<file path="config.mk">
export PLATFORM = sky130hd
export DESIGN_NAME = ecd_diag
export DESIGN_NICKNAME = d
export VERILOG_FILES = /design/src/hw/ecd_pkg.sv /design/src/hw/ecd_diag.sv /design/src/hw/ecd_wrap_detect.sv
export SDC_FILE = /design/constraint.sdc
export NUM_CORES = 1
export LEC_CHECK = 0
export BUFFER_PORTS_ARGS = -buffer_cell sky130_fd_sc_hd__buf_2
export CELL_PAD_IN_SITES_DETAIL_PLACEMENT = 1
export CELL_PAD_IN_SITES_GLOBAL_PLACEMENT = 1
export CORE_MARGIN = 1.5
export CORE_UTILIZATION = 40
export DETAILED_ROUTE_END_ITERATION = 7
export GPL_TIMING_DRIVEN = 0
export PLACE_DENSITY_LB_ADDON = 0.25
export SYNTH_ARGS = -nofsm -noshare
export SYNTH_HDL_FRONTEND = slang
export SYNTH_SLANG_ARGS = --single-unit
</file>
<file path="constraint.sdc">
create_clock -name core_clk_i -period 19.9 [get_ports core_clk_i]
set_input_delay 3.98 -clock core_clk_i [delete_from_list [all_inputs] [get_ports core_clk_i]]
set_output_delay 3.98 -clock core_clk_i [all_outputs]
set_load 0.02 [all_outputs]
</file>
<file path="src/hw/ecd_pkg.sv">
package ecd_pkg;

  // Counter and message widths
  localparam int CNT_W = 32;
  localparam int MSG_W = 16;

  // Diagnostic message text codes
  localparam logic [15:0] MSG_TRACK_A_OPEN = 16'h831B;
  localparam logic [15:0] MSG_SUPPLY_LOST = 16'h8303;

  // Indicator colour codes
  typedef enum logic [1:0] {
    ECD_LED_OFF = 2'b00,
    ECD_LED_GREEN = 2'b01,
    ECD_LED_RED = 2'b10
  } ecd_led_type;

  // Reset values of flags
  localparam logic RST_FLAG = 1'b0;

  // Per-track inputs: level, differential-too-low, enable
  typedef struct packed {
    logic level;
    logic diff_low;
    logic enable;
  } ecd_track_type;

  // Diagnostic message strobe with its code
  typedef struct packed {
    logic valid;
    logic [15:0] code;
  } ecd_msg_type;

endpackage : ecd_pkg

</file>
<file path="src/hw/ecd_diag.sv">
// Functional notes
// - Underflow flag sets when the count wraps from the reset value to the limit value.
// - Underflow flag clears once the count is below reset value plus two thirds of the span.
// - Overflow flag sets when the count wraps from the limit value to the reset value.
// - Overflow flag clears once the count is above reset value plus one third of the span.
// - Open-circuit detection runs only in differential input mode.
// - A low differential level on a track counts as an open-circuit error.
// - Each of tracks A, B, C has its own detection enable; disabled tracks raise no error.
// - Group open-circuit flag follows any error on an enabled track.
// - Position-invalid flag is high while position data are invalid.
// - Track A fault flag follows an open-circuit error on track A.
// - Track A indicator is green on a true level and red on an open-circuit error.
// - A track A open-circuit error emits message code 0x831B.
// - Supply-failure flag is high while the encoder supply is absent.
// - Encoder supply indicator is green with supply present, off without.
// - Loss of encoder supply emits message code 0x8303.
`timescale 1ns/10ps
module ecd_diag (
  input wire logic core_clk_i,
  input wire logic rst_n_i,
  input wire logic cnt_update_i,
  input wire logic [ecd_pkg::CNT_W-1:0] count_i,
  input wire logic [ecd_pkg::CNT_W-1:0] reset_value_i,
  input wire logic [ecd_pkg::CNT_W-1:0] limit_value_i,
  input wire logic diff_mode_i,
  input wire ecd_pkg::ecd_track_type track_a_i,
  input wire ecd_pkg::ecd_track_type track_b_i,
  input wire ecd_pkg::ecd_track_type track_c_i,
  input wire logic supply_ok_i,
  output logic underflow_o,
  output logic overflow_o,
  output logic open_circuit_o,
  output logic position_invalid_flag_o,
  output logic track_a_fault_o,
  output logic track_b_fault_o,
  output logic track_c_fault_o,
  output ecd_pkg::ecd_led_type track_a_indicator_o,
  output logic supply_fail_o,
  output ecd_pkg::ecd_led_type encoder_supply_indicator_o,
  output ecd_pkg::ecd_msg_type diag_msg_o
);

  logic err_a;
  logic err_b;
  logic err_c;
  logic next_open;
  logic supply_fail_d;
  logic a_msg_due;
  logic a_msg_wait;

  // Track error when enabled, in differential mode, with low diff level
  function automatic logic track_err(input logic diff_mode, input ecd_pkg::ecd_track_type t);
    track_err = diff_mode && t.enable && t.diff_low;
  endfunction : track_err

  assign err_a = track_err(diff_mode_i, track_a_i);
  assign err_b = track_err(diff_mode_i, track_b_i);
  assign err_c = track_err(diff_mode_i, track_c_i);
  assign next_open = err_a || err_b || err_c;

  // Counter limit diagnostics
  ecd_wrap_detect u_wrap (
    .core_clk_i(core_clk_i),
    .rst_n_i(rst_n_i),
    .cnt_update_i(cnt_update_i),
    .count_i(count_i),
    .reset_value_i(reset_value_i),
    .limit_value_i(limit_value_i),
    .underflow_o(underflow_o),
    .overflow_o(overflow_o)
  );

  // Open-circuit flags
  always_ff @(posedge core_clk_i)
  begin
    if (!rst_n_i)
    begin
      open_circuit_o <= ecd_pkg::RST_FLAG;
      position_invalid_flag_o <= ecd_pkg::RST_FLAG;
      track_a_fault_o <= ecd_pkg::RST_FLAG;
      track_b_fault_o <= ecd_pkg::RST_FLAG;
      track_c_fault_o <= ecd_pkg::RST_FLAG;
    end
    else
    begin
      open_circuit_o <= next_open;
      position_invalid_flag_o <= next_open;
      track_a_fault_o <= err_a;
      track_b_fault_o <= err_b;
      track_c_fault_o <= err_c;
    end
  end

  // Track A indicator: error shows red over the level
  always_ff @(posedge core_clk_i)
  begin
    if (!rst_n_i)
      track_a_indicator_o <= ecd_pkg::ECD_LED_OFF;
    else if (err_a)
      track_a_indicator_o <= ecd_pkg::ECD_LED_RED;
    else if (track_a_i.level)
      track_a_indicator_o <= ecd_pkg::ECD_LED_GREEN;
    else
      track_a_indicator_o <= ecd_pkg::ECD_LED_OFF;
  end

  // Supply monitoring
  always_ff @(posedge core_clk_i)
  begin
    if (!rst_n_i)
    begin
      supply_fail_o <= ecd_pkg::RST_FLAG;
      supply_fail_d <= ecd_pkg::RST_FLAG;
      encoder_supply_indicator_o <= ecd_pkg::ECD_LED_OFF;
    end
    else
    begin
      supply_fail_o <= !supply_ok_i;
      supply_fail_d <= supply_fail_o;
      encoder_supply_indicator_o <= supply_ok_i ? ecd_pkg::ECD_LED_GREEN
        : ecd_pkg::ECD_LED_OFF;
    end
  end

  // Track A onset, or one held back by a supply message in the same cycle
  assign a_msg_due = (err_a && !track_a_fault_o) || a_msg_wait;

  // A track A message that loses the slot to the supply message goes out next cycle
  always_ff @(posedge core_clk_i)
  begin
    if (!rst_n_i)
      a_msg_wait <= ecd_pkg::RST_FLAG;
    else
      a_msg_wait <= a_msg_due && supply_fail_o && !supply_fail_d;
  end

  // Message strobe on error onset; supply loss takes priority
  always_ff @(posedge core_clk_i)
  begin
    if (!rst_n_i)
      diag_msg_o <= '0;
    else if (supply_fail_o && !supply_fail_d)
      diag_msg_o <= '{valid: 1'b1, code: ecd_pkg::MSG_SUPPLY_LOST};
    else if (a_msg_due)
      diag_msg_o <= '{valid: 1'b1, code: ecd_pkg::MSG_TRACK_A_OPEN};
    else
      diag_msg_o <= '{valid: 1'b0, code: diag_msg_o.code};
  end

  chk_mode_gate: assert property (@(posedge core_clk_i) disable iff (!rst_n_i)
    !diff_mode_i |=> !open_circuit_o && !track_a_fault_o)
    else $error("error raised outside differential mode");
  chk_short_error: assert property (@(posedge core_clk_i) disable iff (!rst_n_i)
    diff_mode_i && track_a_i.enable && track_a_i.diff_low |=> track_a_fault_o)
    else $error("low differential level not flagged");
  chk_enable_gate: assert property (@(posedge core_clk_i) disable iff (!rst_n_i)
    !track_b_i.enable |=> !track_b_fault_o)
    else $error("disabled track raised error");
  chk_group_flag: assert property (@(posedge core_clk_i) disable iff (!rst_n_i)
    diff_mode_i && (track_a_i.enable && track_a_i.diff_low
    || track_b_i.enable && track_b_i.diff_low || track_c_i.enable && track_c_i.diff_low)
    |=> open_circuit_o) else $error("group flag not raised");
  chk_invalid_flag: assert property (@(posedge core_clk_i) disable iff (!rst_n_i)
    position_invalid_flag_o == open_circuit_o)
    else $error("invalid flag mismatch");
  chk_a_fault: assert property (@(posedge core_clk_i) disable iff (!rst_n_i)
    !err_a |=> !track_a_fault_o) else $error("track A fault stuck");
  chk_a_led: assert property (@(posedge core_clk_i) disable iff (!rst_n_i)
    track_a_fault_o |-> track_a_indicator_o == ecd_pkg::ECD_LED_RED)
    else $error("track A indicator not red");
  chk_a_msg: assert property (@(posedge core_clk_i) disable iff (!rst_n_i)
    $rose(track_a_fault_o)
    |-> ##[0:1] (diag_msg_o.valid && diag_msg_o.code == ecd_pkg::MSG_TRACK_A_OPEN))
    else $error("track A message missing");
  chk_supply_flag: assert property (@(posedge core_clk_i) disable iff (!rst_n_i)
    !supply_ok_i |=> supply_fail_o) else $error("supply fail not flagged");
  chk_supply_led: assert property (@(posedge core_clk_i) disable iff (!rst_n_i)
    supply_fail_o |-> encoder_supply_indicator_o == ecd_pkg::ECD_LED_OFF)
    else $error("supply indicator not off");
  chk_supply_msg: assert property (@(posedge core_clk_i) disable iff (!rst_n_i)
    $rose(supply_fail_o) |=> diag_msg_o.valid
    && diag_msg_o.code == ecd_pkg::MSG_SUPPLY_LOST)
    else $error("supply message missing");

  // Further track checks
  chk_bc_mode: assert property (@(posedge core_clk_i) disable iff (!rst_n_i)
    !diff_mode_i |=> !track_b_fault_o && !track_c_fault_o)
    else $error("track B or C error outside differential mode");
  chk_a_enable: assert property (@(posedge core_clk_i) disable iff (!rst_n_i)
    !track_a_i.enable |=> !track_a_fault_o)
    else $error("disabled track A raised error");
  chk_c_enable: assert property (@(posedge core_clk_i) disable iff (!rst_n_i)
    !track_c_i.enable |=> !track_c_fault_o)
    else $error("disabled track C raised error");
  chk_b_set: assert property (@(posedge core_clk_i) disable iff (!rst_n_i)
    diff_mode_i && track_b_i.enable && track_b_i.diff_low |=> track_b_fault_o)
    else $error("track B low level not flagged");
  chk_c_set: assert property (@(posedge core_clk_i) disable iff (!rst_n_i)
    diff_mode_i && track_c_i.enable && track_c_i.diff_low |=> track_c_fault_o)
    else $error("track C low level not flagged");
  chk_b_clear: assert property (@(posedge core_clk_i) disable iff (!rst_n_i)
    !(diff_mode_i && track_b_i.enable && track_b_i.diff_low) |=> !track_b_fault_o)
    else $error("track B fault stuck");
  chk_group_clear: assert property (@(posedge core_clk_i) disable iff (!rst_n_i)
    !(diff_mode_i && (track_a_i.enable && track_a_i.diff_low
    || track_b_i.enable && track_b_i.diff_low || track_c_i.enable && track_c_i.diff_low))
    |=> !open_circuit_o) else $error("group flag not cleared");
  chk_a_green: assert property (@(posedge core_clk_i) disable iff (!rst_n_i)
    !err_a && track_a_i.level |=> track_a_indicator_o == ecd_pkg::ECD_LED_GREEN)
    else $error("track A indicator not green");
  chk_a_off: assert property (@(posedge core_clk_i) disable iff (!rst_n_i)
    !err_a && !track_a_i.level |=> track_a_indicator_o == ecd_pkg::ECD_LED_OFF)
    else $error("track A indicator not off");
  chk_a_msg_late: assert property (@(posedge core_clk_i) disable iff (!rst_n_i)
    a_msg_wait |=> diag_msg_o.valid && diag_msg_o.code == ecd_pkg::MSG_TRACK_A_OPEN)
    else $error("held track A message missing");
  chk_msg_wait_once: assert property (@(posedge core_clk_i) disable iff (!rst_n_i)
    a_msg_wait |=> !a_msg_wait) else $error("track A message held too long");

  // Further supply checks
  chk_supply_clear: assert property (@(posedge core_clk_i) disable iff (!rst_n_i)
    supply_ok_i |=> !supply_fail_o) else $error("supply fail not cleared");
  chk_supply_green: assert property (@(posedge core_clk_i) disable iff (!rst_n_i)
    supply_ok_i |=> encoder_supply_indicator_o == ecd_pkg::ECD_LED_GREEN)
    else $error("supply indicator not green");

endmodule : ecd_diag

</file>
<file path="src/hw/ecd_wrap_detect.sv">
`timescale 1ns/10ps
// Wrap detection with hysteretic clearing of underflow and overflow flags
module ecd_wrap_detect (
  input wire logic core_clk_i,
  input wire logic rst_n_i,
  input wire logic cnt_update_i,
  input wire logic [ecd_pkg::CNT_W-1:0] count_i,
  input wire logic [ecd_pkg::CNT_W-1:0] reset_value_i,
  input wire logic [ecd_pkg::CNT_W-1:0] limit_value_i,
  output logic underflow_o,
  output logic overflow_o
);

  logic [ecd_pkg::CNT_W-1:0] prev_count;
  logic [ecd_pkg::CNT_W-1:0] third_mark;
  logic [ecd_pkg::CNT_W-1:0] two_third_mark;
  logic wrap_down;
  logic wrap_up;

  // Fraction of the span above the reset value
  function automatic logic [ecd_pkg::CNT_W-1:0] span_mark(
    input logic [ecd_pkg::CNT_W-1:0] lo,
    input logic [ecd_pkg::CNT_W-1:0] hi,
    input logic [1:0] num
  );
    logic [ecd_pkg::CNT_W+1:0] prod;
    logic [ecd_pkg::CNT_W+1:0] quot;
    prod = {2'b00, hi - lo} * {{ecd_pkg::CNT_W{1'b0}}, num};
    quot = prod / 34'h3;
    span_mark = lo + quot[ecd_pkg::CNT_W-1:0];
  endfunction : span_mark

  // Thresholds and wrap events
  assign third_mark = span_mark(reset_value_i, limit_value_i, 2'h1);
  assign two_third_mark = span_mark(reset_value_i, limit_value_i, 2'h2);
  assign wrap_down = cnt_update_i && prev_count == reset_value_i
    && count_i == limit_value_i;
  assign wrap_up = cnt_update_i && prev_count == limit_value_i
    && count_i == reset_value_i;

  // Previous count
  always_ff @(posedge core_clk_i)
  begin
    if (!rst_n_i)
      prev_count <= '0;
    else if (cnt_update_i)
      prev_count <= count_i;
  end

  // Underflow flag: set wins over clear
  always_ff @(posedge core_clk_i)
  begin
    if (!rst_n_i)
      underflow_o <= ecd_pkg::RST_FLAG;
    else if (wrap_down)
      underflow_o <= 1'b1;
    else if (cnt_update_i && count_i < two_third_mark)
      underflow_o <= 1'b0;
  end

  // Overflow flag: set wins over clear
  always_ff @(posedge core_clk_i)
  begin
    if (!rst_n_i)
      overflow_o <= ecd_pkg::RST_FLAG;
    else if (wrap_up)
      overflow_o <= 1'b1;
    else if (cnt_update_i && count_i > third_mark)
      overflow_o <= 1'b0;
  end

  chk_underflow_set: assert property (@(posedge core_clk_i) disable iff (!rst_n_i)
    wrap_down |=> underflow_o) else $error("underflow not set on wrap");
  chk_underflow_clear: assert property (@(posedge core_clk_i) disable iff (!rst_n_i)
    cnt_update_i && !wrap_down && count_i < two_third_mark |=> !underflow_o)
    else $error("underflow not cleared");
  chk_overflow_set: assert property (@(posedge core_clk_i) disable iff (!rst_n_i)
    wrap_up |=> overflow_o) else $error("overflow not set on wrap");
  chk_overflow_clear: assert property (@(posedge core_clk_i) disable iff (!rst_n_i)
    cnt_update_i && !wrap_up && count_i > third_mark |=> !overflow_o)
    else $error("overflow not cleared");
  chk_flags_hold: assert property (@(posedge core_clk_i) disable iff (!rst_n_i)
    !cnt_update_i |=> $stable(underflow_o) && $stable(overflow_o))
    else $error("flag changed without count update");

endmodule : ecd_wrap_detect

</file>
Word level (Yosys, flattened, before mapping)
Cells that the tools add are included.

operators by class
  $add $sub $neg = 3
  div/mod/pow operators = 2
  magnitude comparators = 2
  equal/unequal tests = 4
  mux-type cells = 9
  bitwise logic cells = 1
  reduce and logical (&&, ||, !) cells = 27

operator list
  operator                                          count
  == test 32 bit                                    4
  adder 32 bit                                      2
  divider 32 x 2 -> 34 bit (second input constant)  1
  divider 33 x 2 -> 34 bit (second input constant)  1
  two-way mux 17 bit                                2
  greater-than comparator 32 bit                    1
  less-than comparator 32 bit                       1
  subtractor 32 bit                                 1
  logical AND 1 bit                                 16
  two-way mux 1 bit                                 6
  nonzero test 2 bit                                3
  OR reduction 2 bit                                2
  logical NOT 1 bit                                 3
  logical OR 1 bit                                  3
  two-way mux 2 bit                                 1
  inverter 1 bit                                    1

storage, ports and cells
  register bits after elaboration = 52
  bits of input ports = 110
  output and inout port bits = 29
  word-level logic and storage cells = 64

Depth between registers and ports, before layout
Gate-level depths: netlist (run 1).

  word-level depth = 7
  depth in mapped cells = 87
  mapped depth without buffers = 78

Cells and area by module
A second synthesis (run 1) with hierarchy kept.

unflattened totals
  cell total of the unflattened synthesis = 1843
  area, all modules = 13342.8 µm²

by module, submodules not included
  module           instances  cells each  area each (µm²)  sequential area each (µm²)
  ecd_wrap_detect  1          1792        12836.1          680.7
  ecd_diag         1          51          506.7            240.2

Worst setup path after synthesis (run 1)
OpenSTA, ideal clock, no wires.

  path type = input to register
  start = in reset_value_i[18] in the netlist's numbering
  end = reg u_wrap.underflow_o
  library setup time = 0.115 ns
  data arrival time = 17.688 ns
  required time = 19.785 ns
  path slack = 2.097 ns
  stages = 80
  buffers on the path = 4
  cell sequence = inv_1 -> ha_1 -> buf_6 -> a21o_1 -> a31o_1 -> a221o_1 -> a221o_1 -> o21a_1 -> o221ai_4 -> mux2i_1 -> a2bb2oi_1 -> o211ai_2 -> nor2_4 -> o31ai_2 -> a211oi_2 -> o31ai_1 -> a2111oi_2 -> o211a_1 -> (+44 left out) -> o21bai_1 -> a21oi_1 -> o21bai_1 -> a21oi_1 -> o21bai_1 -> a21oi_1 -> o21bai_1 -> a21oi_1 -> xnor2_1 -> ha_1 -> and3_1 -> o2111ai_1 -> nand2_1 -> a21oi_1 -> nor2b_1 -> o21ai_0 -> a31oi_1 -> o21a_1

on the way
  word-level cells in the longest chain between the ends = 6
  elaborated cells between the ends (all ways) = 10
  those cells by class = add/sub (2); div (1); order compare (1); eq/ne (1); mux (1); reduce/logical (4)

ends and longest elaborated chain
  what                          line                   RTL
  start: declaration            ecd_diag.sv:23         input wire logic [ecd_pkg::CNT_W-1:0] reset_value_i,
  subtractor 32 bit             ecd_wrap_detect.sv:28  prod = {2'b00, hi - lo} * {{ecd_pkg::CNT_W{1'b0}}, num};
  divider 33 x 2 -> 34 bit      ecd_wrap_detect.sv:29  quot = prod / 34'h3;
  adder 32 bit                  ecd_wrap_detect.sv:30  span_mark = lo + quot[ecd_pkg::CNT_W-1:0];
  less-than comparator 32 bit   ecd_wrap_detect.sv:57  else if (cnt_update_i && count_i < two_third_mark)
  logical AND 1 bit             ecd_wrap_detect.sv:57
  nonzero test 2 bit (no line)  --
  end signal: assignment        ecd_wrap_detect.sv:54  underflow_o <= ecd_pkg::RST_FLAG;
  end: declaration              ecd_wrap_detect.sv:10  output logic underflow_o,

Several ways; a longest one is shown, not always the timed one.
A chain may end at the register's enable or synchronous reset.

Final worst setup path (run 1)
  start = in limit_value_i[0] in the netlist's numbering
  end = reg u_wrap.underflow_o

on the way
  word-level cells in the longest chain between the ends = 6
  elaborated cells between the ends (all ways) = 9
  those cells by class = add/sub (2); div (1); order compare (1); eq/ne (1); mux (1); reduce/logical (3)

ends and longest elaborated chain
  what                          line                   RTL
  start: declaration            ecd_diag.sv:24         input wire logic [ecd_pkg::CNT_W-1:0] limit_value_i,
  subtractor 32 bit             ecd_wrap_detect.sv:28
  divider 33 x 2 -> 34 bit      ecd_wrap_detect.sv:29
  adder 32 bit                  ecd_wrap_detect.sv:30
  less-than comparator 32 bit   ecd_wrap_detect.sv:57
  logical AND 1 bit             ecd_wrap_detect.sv:57
  nonzero test 2 bit (no line)  --

Several ways; a longest one is shown, not always the timed one.

==> results of run 1 <==
power breakdown:
group / switching, mW / internal, mW / total [mW]
sequential: 0.00534 / 0.0971 / 0.102
clock: 0.0395 / 0.0596 / 0.0992
combinational: 1.47 / 1.10 / 2.58
cell families after synthesis:
| group | Yosys count | share of synthesized area |
|---|---|---|
| AO/OA/AOI/OAI | 594 | 0.312 |
| AND/OR/NAND/NOR | 541 | 0.209 |
| buffers and inverters | 216 | 0.0746 |
| XOR/XNOR | 212 | 0.140 |
| adder cells (fa/ha/maj) | 163 | 0.156 |
| multiplexers | 50 | 0.0381 |
| flip-flops | 46 | 0.0697 |
| other | 1 | 0.000284 |
tightest hold or removal path: stages (launching register included):
cell     delay (ps)
dfxtp_1         310
o21ai_0          70
a21oi_1          60
metrics by stage:
step	cell area, µm²	total power [mW]	utilization	setup WS (ps)	cells
final	15800	2.78	0.485	698	2461
after global routing	15800	3.07	0.485	-138	2461
after CTS	15000	2.54	0.460	6.95	2418
after detailed placement	14400	2.33	0.443	-1740	2397
after global placement	14400	2.25	0.443	-1460	2397
after floorplan	13300	1.79	-	2100	1832
per-layer routing:
layer / share of wire / global-route usage
met2: 0.50 / 0.550
met1: 0.43 / 0.386
met4: 0.027 / 0.0764
met3: 0.042 / 0.0155
met5: 0 / 0
layout make-up:
class | instances | area [µm²] | area share
Inverter | 127 | 477 | 0.0302
Timing Repair Buffer | 185 | 1090 | 0.0689
Clock buffer | 5 | 125 | 0.00793
Tap cell | 442 | 553 | 0.0350
Multi-Input combinational cell | 1571 | 12100 | 0.764
Buffer | 82 | 513 | 0.0325
Clock inverter | 3 | 43.8 | 0.00277
Sequential cell | 46 | 921 | 0.0583
what timing repair did:
| action | CTS | global route |
|---|---|---|
| hold endpoints to repair | 0 | 0 |
| gates resized for setup | 57 | 123 |
| hold buffers | 0 | 0 |
| pin swaps | 19 | 80 |
| endpoints found under the setup margin | 2 | 2 |
| gates cloned | 0 | 2 |
| buffers inserted | 17 | 44 |
sequential cells by signal (all words and copies together) (netlist names):
name and count:
position_invalid_flag_o 1, track_a_indicator_o 1, u_wrap.overflow_o 1, u_wrap.underflow_o 1
supply_fail_d 1, track_a_fault_o 1, encoder_supply_indicator_o 1, u_wrap.prev_count 32
track_c_fault_o 1, a_msg_wait 1, supply_fail_o 1, track_b_fault_o 1
diag_msg_o 3
layout by cell type, fill, tap and decap left out, drive strengths merged, types with 18 or more instances in the layout:
cell type	count
o22ai	21
nor2	138
nor3	38
xnor2	119
nand2b	35
a21o	25
nand4	35
xor2	93
buf	232
mux2i	47
nand2	129
a211oi	19
o21a	18
o21ai	140
inv	128
nand3	39
clkbuf	40
nor2b	27
nor4	27
ha	158
o21bai	28
a21oi	159
dfxtp	46
worst max path at each step:
stage / start / endpoint / cells after the start
4_1_cts: reset_value_i[0] / u_wrap.overflow_o$_SDFFE_PN0P_ / 78
3_5_place_dp: reset_value_i[10] / u_wrap.underflow_o$_SDFFE_PN0P_ / 84
5_1_grt: limit_value_i[0] / u_wrap.underflow_o$_SDFFE_PN0P_ / 87
2_1_floorplan: reset_value_i[18] / u_wrap.underflow_o$_SDFFE_PN0P_ / 80
3_3_place_gp: reset_value_i[12] / u_wrap.underflow_o$_SDFFE_PN0P_ / 84
6_report: limit_value_i[0] / u_wrap.underflow_o$_SDFFE_PN0P_ / 86
==> impl_metrics.csv, run 1 <==
group,metric,value,unit
logic_synthesis,yosysMostFrequentCell,"ha_1",
floorplanning,die_w,185,µm
worst_setup_path,cp.required,20090,ps
grt,grt_first_pass_wirelength,81700,µm
final_layout,syn2layout_area_growth,19.4,%
worst_setup_path,rr_startpoint,"u_wrap.prev_count[29]$_SDFFE_PN0P_",
logic_synthesis,syn_inst,1823,
grt,grt_pass1_vias,14800,
sta,hold_slack,481,ps
logic_synthesis,synth-seq-area-share,0.0697,
worst_setup_path,cpMostUsedCell,"a21oi_2",
worst_setup_path,cp_max_fo,10,
logic_synthesis,avgSynthCellArea,7.25,µm²
sta,finalClockSkew,5.04,ps
outcome,status,"complete, no violations",
cts,htree_levels,2,
worst_setup_path,reg2reg_to,"u_wrap.underflow_o$_SDFFE_PN0P_",
drt,avgViaCountPerCell,6.08,
logic_synthesis,ys.flop_type,"dfxtp_1",
logic_synthesis,synth_top_area_frac,0.150,
worst_hold_path,hold-path-endpoint,"u_wrap.overflow_o$_SDFFE_PN0P_",
pwr,p_per_area,176,mW/mm²
sta,fin_tns_setup,0,ps
floorplanning,pin_count,139,
placed_design,numPortBuffers,123,
logic_synthesis,yosysWarningCount,0,
worst_hold_path,hold_depth,2,
sta,finalHoldViolations,0,
pwr,p_leak,6.86,nW
floorplanning,die-area,0.0341,mm²
drt,vias,15000,
logic_synthesis,synth_edf_count,0,
worst_setup_path,criticalPathCategory,"input port to flop",
placed_design,dp_hpwl,43100,µm
logic_synthesis,synth_area_leader_cell,"ha_1",
floorplanning,dieHeight,185,µm
sta,worst_slew_pin_slew,1120,ps
logic_synthesis,synth.distinct_cells,108,
sta,slew_violations,0,
sta,fmax,0.0521,GHz
drt,drc,0,
cts,cts_sinks,46,
worst_setup_path,r2r_slack,17700,ps
grt,antenna_found_initial,0,
run,maxCapViolCount,0,
final_layout,fillers,4216,
cts,clk_latency,290,ps
sta,period_needed,19200,ps
pwr,vdd_drop_max,0.0849,mV
floorplanning,start_util,0.406,
worst_setup_path,start_kind,"input port",
grt,gr-total-overflow,0,
drt,wl_per_cell,21.7,µm
worst_setup_path,cp_slowest_cell,"a311o_1",
cts,numCtsBuffers,5,
worst_setup_path,worstRegToRegCells,6,
worst_setup_path,path_delay_family,"compound AO/OA/AOI/OAI gates",
floorplanning,core,0.0325,mm²
worst_setup_path,crit_arrival,19390,ps
worst_setup_path,max_stage_delay,420,ps
cts,clk_pin_slew,70,ps
logic_synthesis,ys_top_cells_by_area,"ha_1, xnor2_1, dfxtp_1, xor2_1, a21oi_1",
worst_setup_path,endpoint_kind,"flop",
grt,grt_use_total,0.302,
worst_setup_path,cp_num_buf_inv,10,
sta,slew_headroom,0.246,
sta,finalCritPeriodShare,0.965,
placed_design,gp_congestion,0.930,
grt,grt_max_degree,16,
sta,finalSetupViolations,0,
cts,root_buffer,"clkbuf_16",
worst_hold_path,min_path_type,"flop to flop",
cts,clockBufferDepth,2,
floorplanning,rows,66,
drt,drtIter0Drc,976,
logic_synthesis,syn_area,0.0132,mm²
logic_synthesis,netlist_top_cells_count,"ha_1, a21oi_1, nor2_1, o21ai_0, inv_1",
final_layout,final_nets,2289,
cts,tritoncts,"done",
final_layout,drive_gt1_frac,0.210,
drt,ant_nets,0,
drt,drt_first_pass_iters,5,
logic_synthesis,ys_ff_latch,46,
worst_hold_path,min_from,"u_wrap.overflow_o$_SDFFE_PN0P_",
final_layout,antennaDiodeCount,0,
logic_synthesis,synth-async-reset-ratio,0,
drt,routed_wl,53400,µm
Power figures use the tool's default switching activity.
==> run 2, diff against run 1 <==
Settings changed: BUFFER_PORTS_ARGS -buffer_cell sky130_fd_sc_hd__buf_2 to default, DONT_BUFFER_PORTS from default to 1.
==> run 2 against run 1 <==
Compared with the run above: first-iteration DRC count fell by 11%; register-to-register slack better by 40 ps; design area down 5.4%; hold slack better by 34 ps; global-route usage down 0.22 points; clock skew fell by 2.1 ps; non-clock buffer count down 143; largest cell class unchanged; critical endpoint unchanged; highest routed layer unchanged.
==> impl_metrics.csv, run 2 (same netlist as run 1, synthesis figures left out) <==
group,metric,value,unit
sta,finalCritPeriodShare,0.958,
drt,drt_first_pass_iters,5,
sta,finalSetupViolations,0,
floorplanning,rows,66,
final_layout,fillers,4077,
pwr,vdd_drop_max,0.0801,mV
drt,drtIter0Drc,866,
pwr,switching_share,0.549,
final_layout,final_nets,2145,
worst_setup_path,worstRegToRegCells,6,
final_layout,fin_util,0.459,
final_layout,layout_commonest_cell,"ha_1",
sta,fin_ws,839,ps
worst_setup_path,cpMostUsedCell,"a21oi_2",
placed_design,gp_congestion,0.980,
pwr,pwr-share-seq,0.039,
final_layout,reg_top3,"u_wrap.prev_count: 32 flops, diag_msg_o: 3 flops",
drt,routed_wl,51700,µm
floorplanning,pin_count,139,
worst_setup_path,criticalPathCategory,"input port to flop",
final_layout,top_register,"u_wrap.prev_count",
placed_design,dp_hpwl,43000,µm
worst_setup_path,crit_end,"u_wrap.underflow_o$_SDFFE_PN0P_",
drt,ant_nets,0,
floorplanning,dieHeight,185,µm
pwr,p_per_area,179,mW/mm²
sta,period_needed,19060,ps
worst_setup_path,endpoint_kind,"flop",
outcome,status,"complete, no violations",
final_layout,largest_reg_flops,32,
drt,avgViaCountPerCell,6.10,
sta,slew_headroom,0.210,
final_layout,multi_input_area,0.0120,mm²
placed_design,place_ws,-1580,ps
final_layout,seq_area,921,µm²
worst_setup_path,rr_startpoint,"u_wrap.prev_count[29]$_SDFFE_PN0P_",
floorplanning,start_util,0.406,
floorplanning,die-area,0.0341,mm²
worst_hold_path,min_path_type,"flop to flop",
pwr,combPwrFrac,0.929,
final_layout,syn2layout_area_growth,13.0,%
placed_design,place_inst,2274,
sta,fin_tns_setup,0,ps
grt,grt_pass1_vias,14300,
placed_design,numPortBuffers,0,
sta,worst_slew_pin_slew,1180,ps
sta,fmax,0.0525,GHz
grt,grt_first_pass_wirelength,80500,µm
worst_setup_path,start_kind,"input port",
sta,hold_slack,514,ps
pwr,p_leak,6.24,nW
worst_setup_path,cp_max_fo,10,
worst_setup_path,cp.required,20090,ps
cts,clk_latency,290,ps
sta,finalHoldViolations,0,
cts,root_buffer,"clkbuf_16",
sta,finalClockSkew,2.93,ps
sta,slew_violations,0,
grt,grt_max_degree,16,
worst_setup_path,max_stage_delay,500,ps
drt,vias,14100,
drt,drc,0,
worst_setup_path,r2r_slack,17740,ps
cts,clockBufferDepth,2,
worst_setup_path,reg2reg_to,"u_wrap.underflow_o$_SDFFE_PN0P_",
pwr,p_int,1.20,mW
cts,cts_sinks,46,
final_layout,layoutNonFillerInstCount,2317,
final_layout,antennaDiodeCount,0,
floorplanning,core,0.0325,mm²
floorplanning,die_w,185,µm
pwr,switchingPower,1.47,mW
cts,htree_levels,2,
grt,grt_use_total,0.300,
final_layout,layout_common_cells,"ha_1, inv_1, nor2_1, nand2_1, xnor2_1",
grt,antenna_found_initial,0,
worst_setup_path,cp-startpoint,"reset_value_i[18]",
grt,gr-total-overflow,0,
worst_setup_path,crit_arrival,19250,ps
run,maxCapViolCount,0,
cts,clk_pin_slew,70,ps
pwr,clkPwrFrac,0.032,
final_layout,drive_gt1_frac,0.141,
drt,wl_per_cell,22.3,µm
worst_setup_path,cp_slowest_cell,"a211oi_4",
cts,tritoncts,"done",
cts,numCtsBuffers,5,
==> run 2: cell count changes in the layout (fill, tap and decap cells not counted), sizes merged <==
cell | previous run | this run
buf | 232 | 89
bufinv | 1 | 0
clkinv | 1 | 2
clkinvlp | 0 | 1
inv | 128 | 127
o221ai | 14 | 13
==> run 2: area by class of cell <==
| type | instances | share of cell area |
|---|---|---|
| Clock inverter | 3 | 0.00142 |
| Multi-Input combinational cell | 1570 | 0.805 |
| Tap cell | 442 | 0.0370 |
| Timing Repair Buffer | 42 | 0.0211 |
| Inverter | 127 | 0.0319 |
| Buffer | 82 | 0.0336 |
| Clock buffer | 5 | 0.00838 |
| Sequential cell | 46 | 0.0617 |
==> run 2: per-stage QoR <==
| stage | area, µm² | total power [mW] |
|---|---|---|
| final | 14900 | 2.67 |
| after global routing | 14900 | 2.96 |
| after CTS | 14300 | 2.50 |
| after detailed placement | 13800 | 2.30 |
| after global placement | 13800 | 2.22 |
| after floorplan | 13300 | 1.79 |
==> run 2: power groups by stage <==
stage / logic [mW] / registers, mW / clock network (mW)
after detailed placement: 2.20 / 0.106 / 0
after CTS: 2.31 / 0.104 / 0.0869
after global routing: 2.77 / 0.104 / 0.0901
final: 2.48 / 0.104 / 0.0862
after floorplan: 1.69 / 0.104 / 0
after global placement: 2.12 / 0.105 / 0
==> run 2: what timing repair did <==
| action | 4_1_cts | 5_1_grt |
|---|---|---|
| gates cloned | 0 | 0 |
| pin swaps | 16 | 49 |
| endpoints found under the setup margin | 2 | 2 |
| setup buffers | 17 | 25 |
| gates resized for setup | 47 | 112 |
| hold buffers | 0 | 0 |
==> run 2: critical path, delay by kind of cell <==
kind	cells	cell delay, ps
AO/OA/AOI/OAI	49	9220
AND/OR/NAND/NOR	16	2400
adder cells (fa/ha/maj)	5	1550
multiplexers	3	980
buffers and inverters	7	890
XOR/XNOR	1	170
==> run 2: worst min-delay path by stage <==
stage,to,start,depth (start not counted)
floorplan,u_wrap.prev_count[5]$_SDFFE_PN0P_,u_wrap.prev_count[5]$_SDFFE_PN0P_,2
global placement,u_wrap.prev_count[5]$_SDFFE_PN0P_,u_wrap.prev_count[5]$_SDFFE_PN0P_,2
detailed placement,u_wrap.prev_count[5]$_SDFFE_PN0P_,u_wrap.prev_count[5]$_SDFFE_PN0P_,2
CTS,u_wrap.prev_count[5]$_SDFFE_PN0P_,u_wrap.prev_count[5]$_SDFFE_PN0P_,2
global route,u_wrap.prev_count[5]$_SDFFE_PN0P_,u_wrap.prev_count[5]$_SDFFE_PN0P_,2
finish,u_wrap.prev_count[5]$_SDFFE_PN0P_,u_wrap.prev_count[5]$_SDFFE_PN0P_,2
==> run 2: routing by layer <==
layer / vias up / routed length [µm] / track usage
met1: 6946 / 21400 / 0.357
met4: 0 / 1620 / 0.0839
met3: 89 / 2960 / 0.0523
met5: - / 0 / 0
li1: 6780 / - / -
met2: 314 / 25700 / 0.548
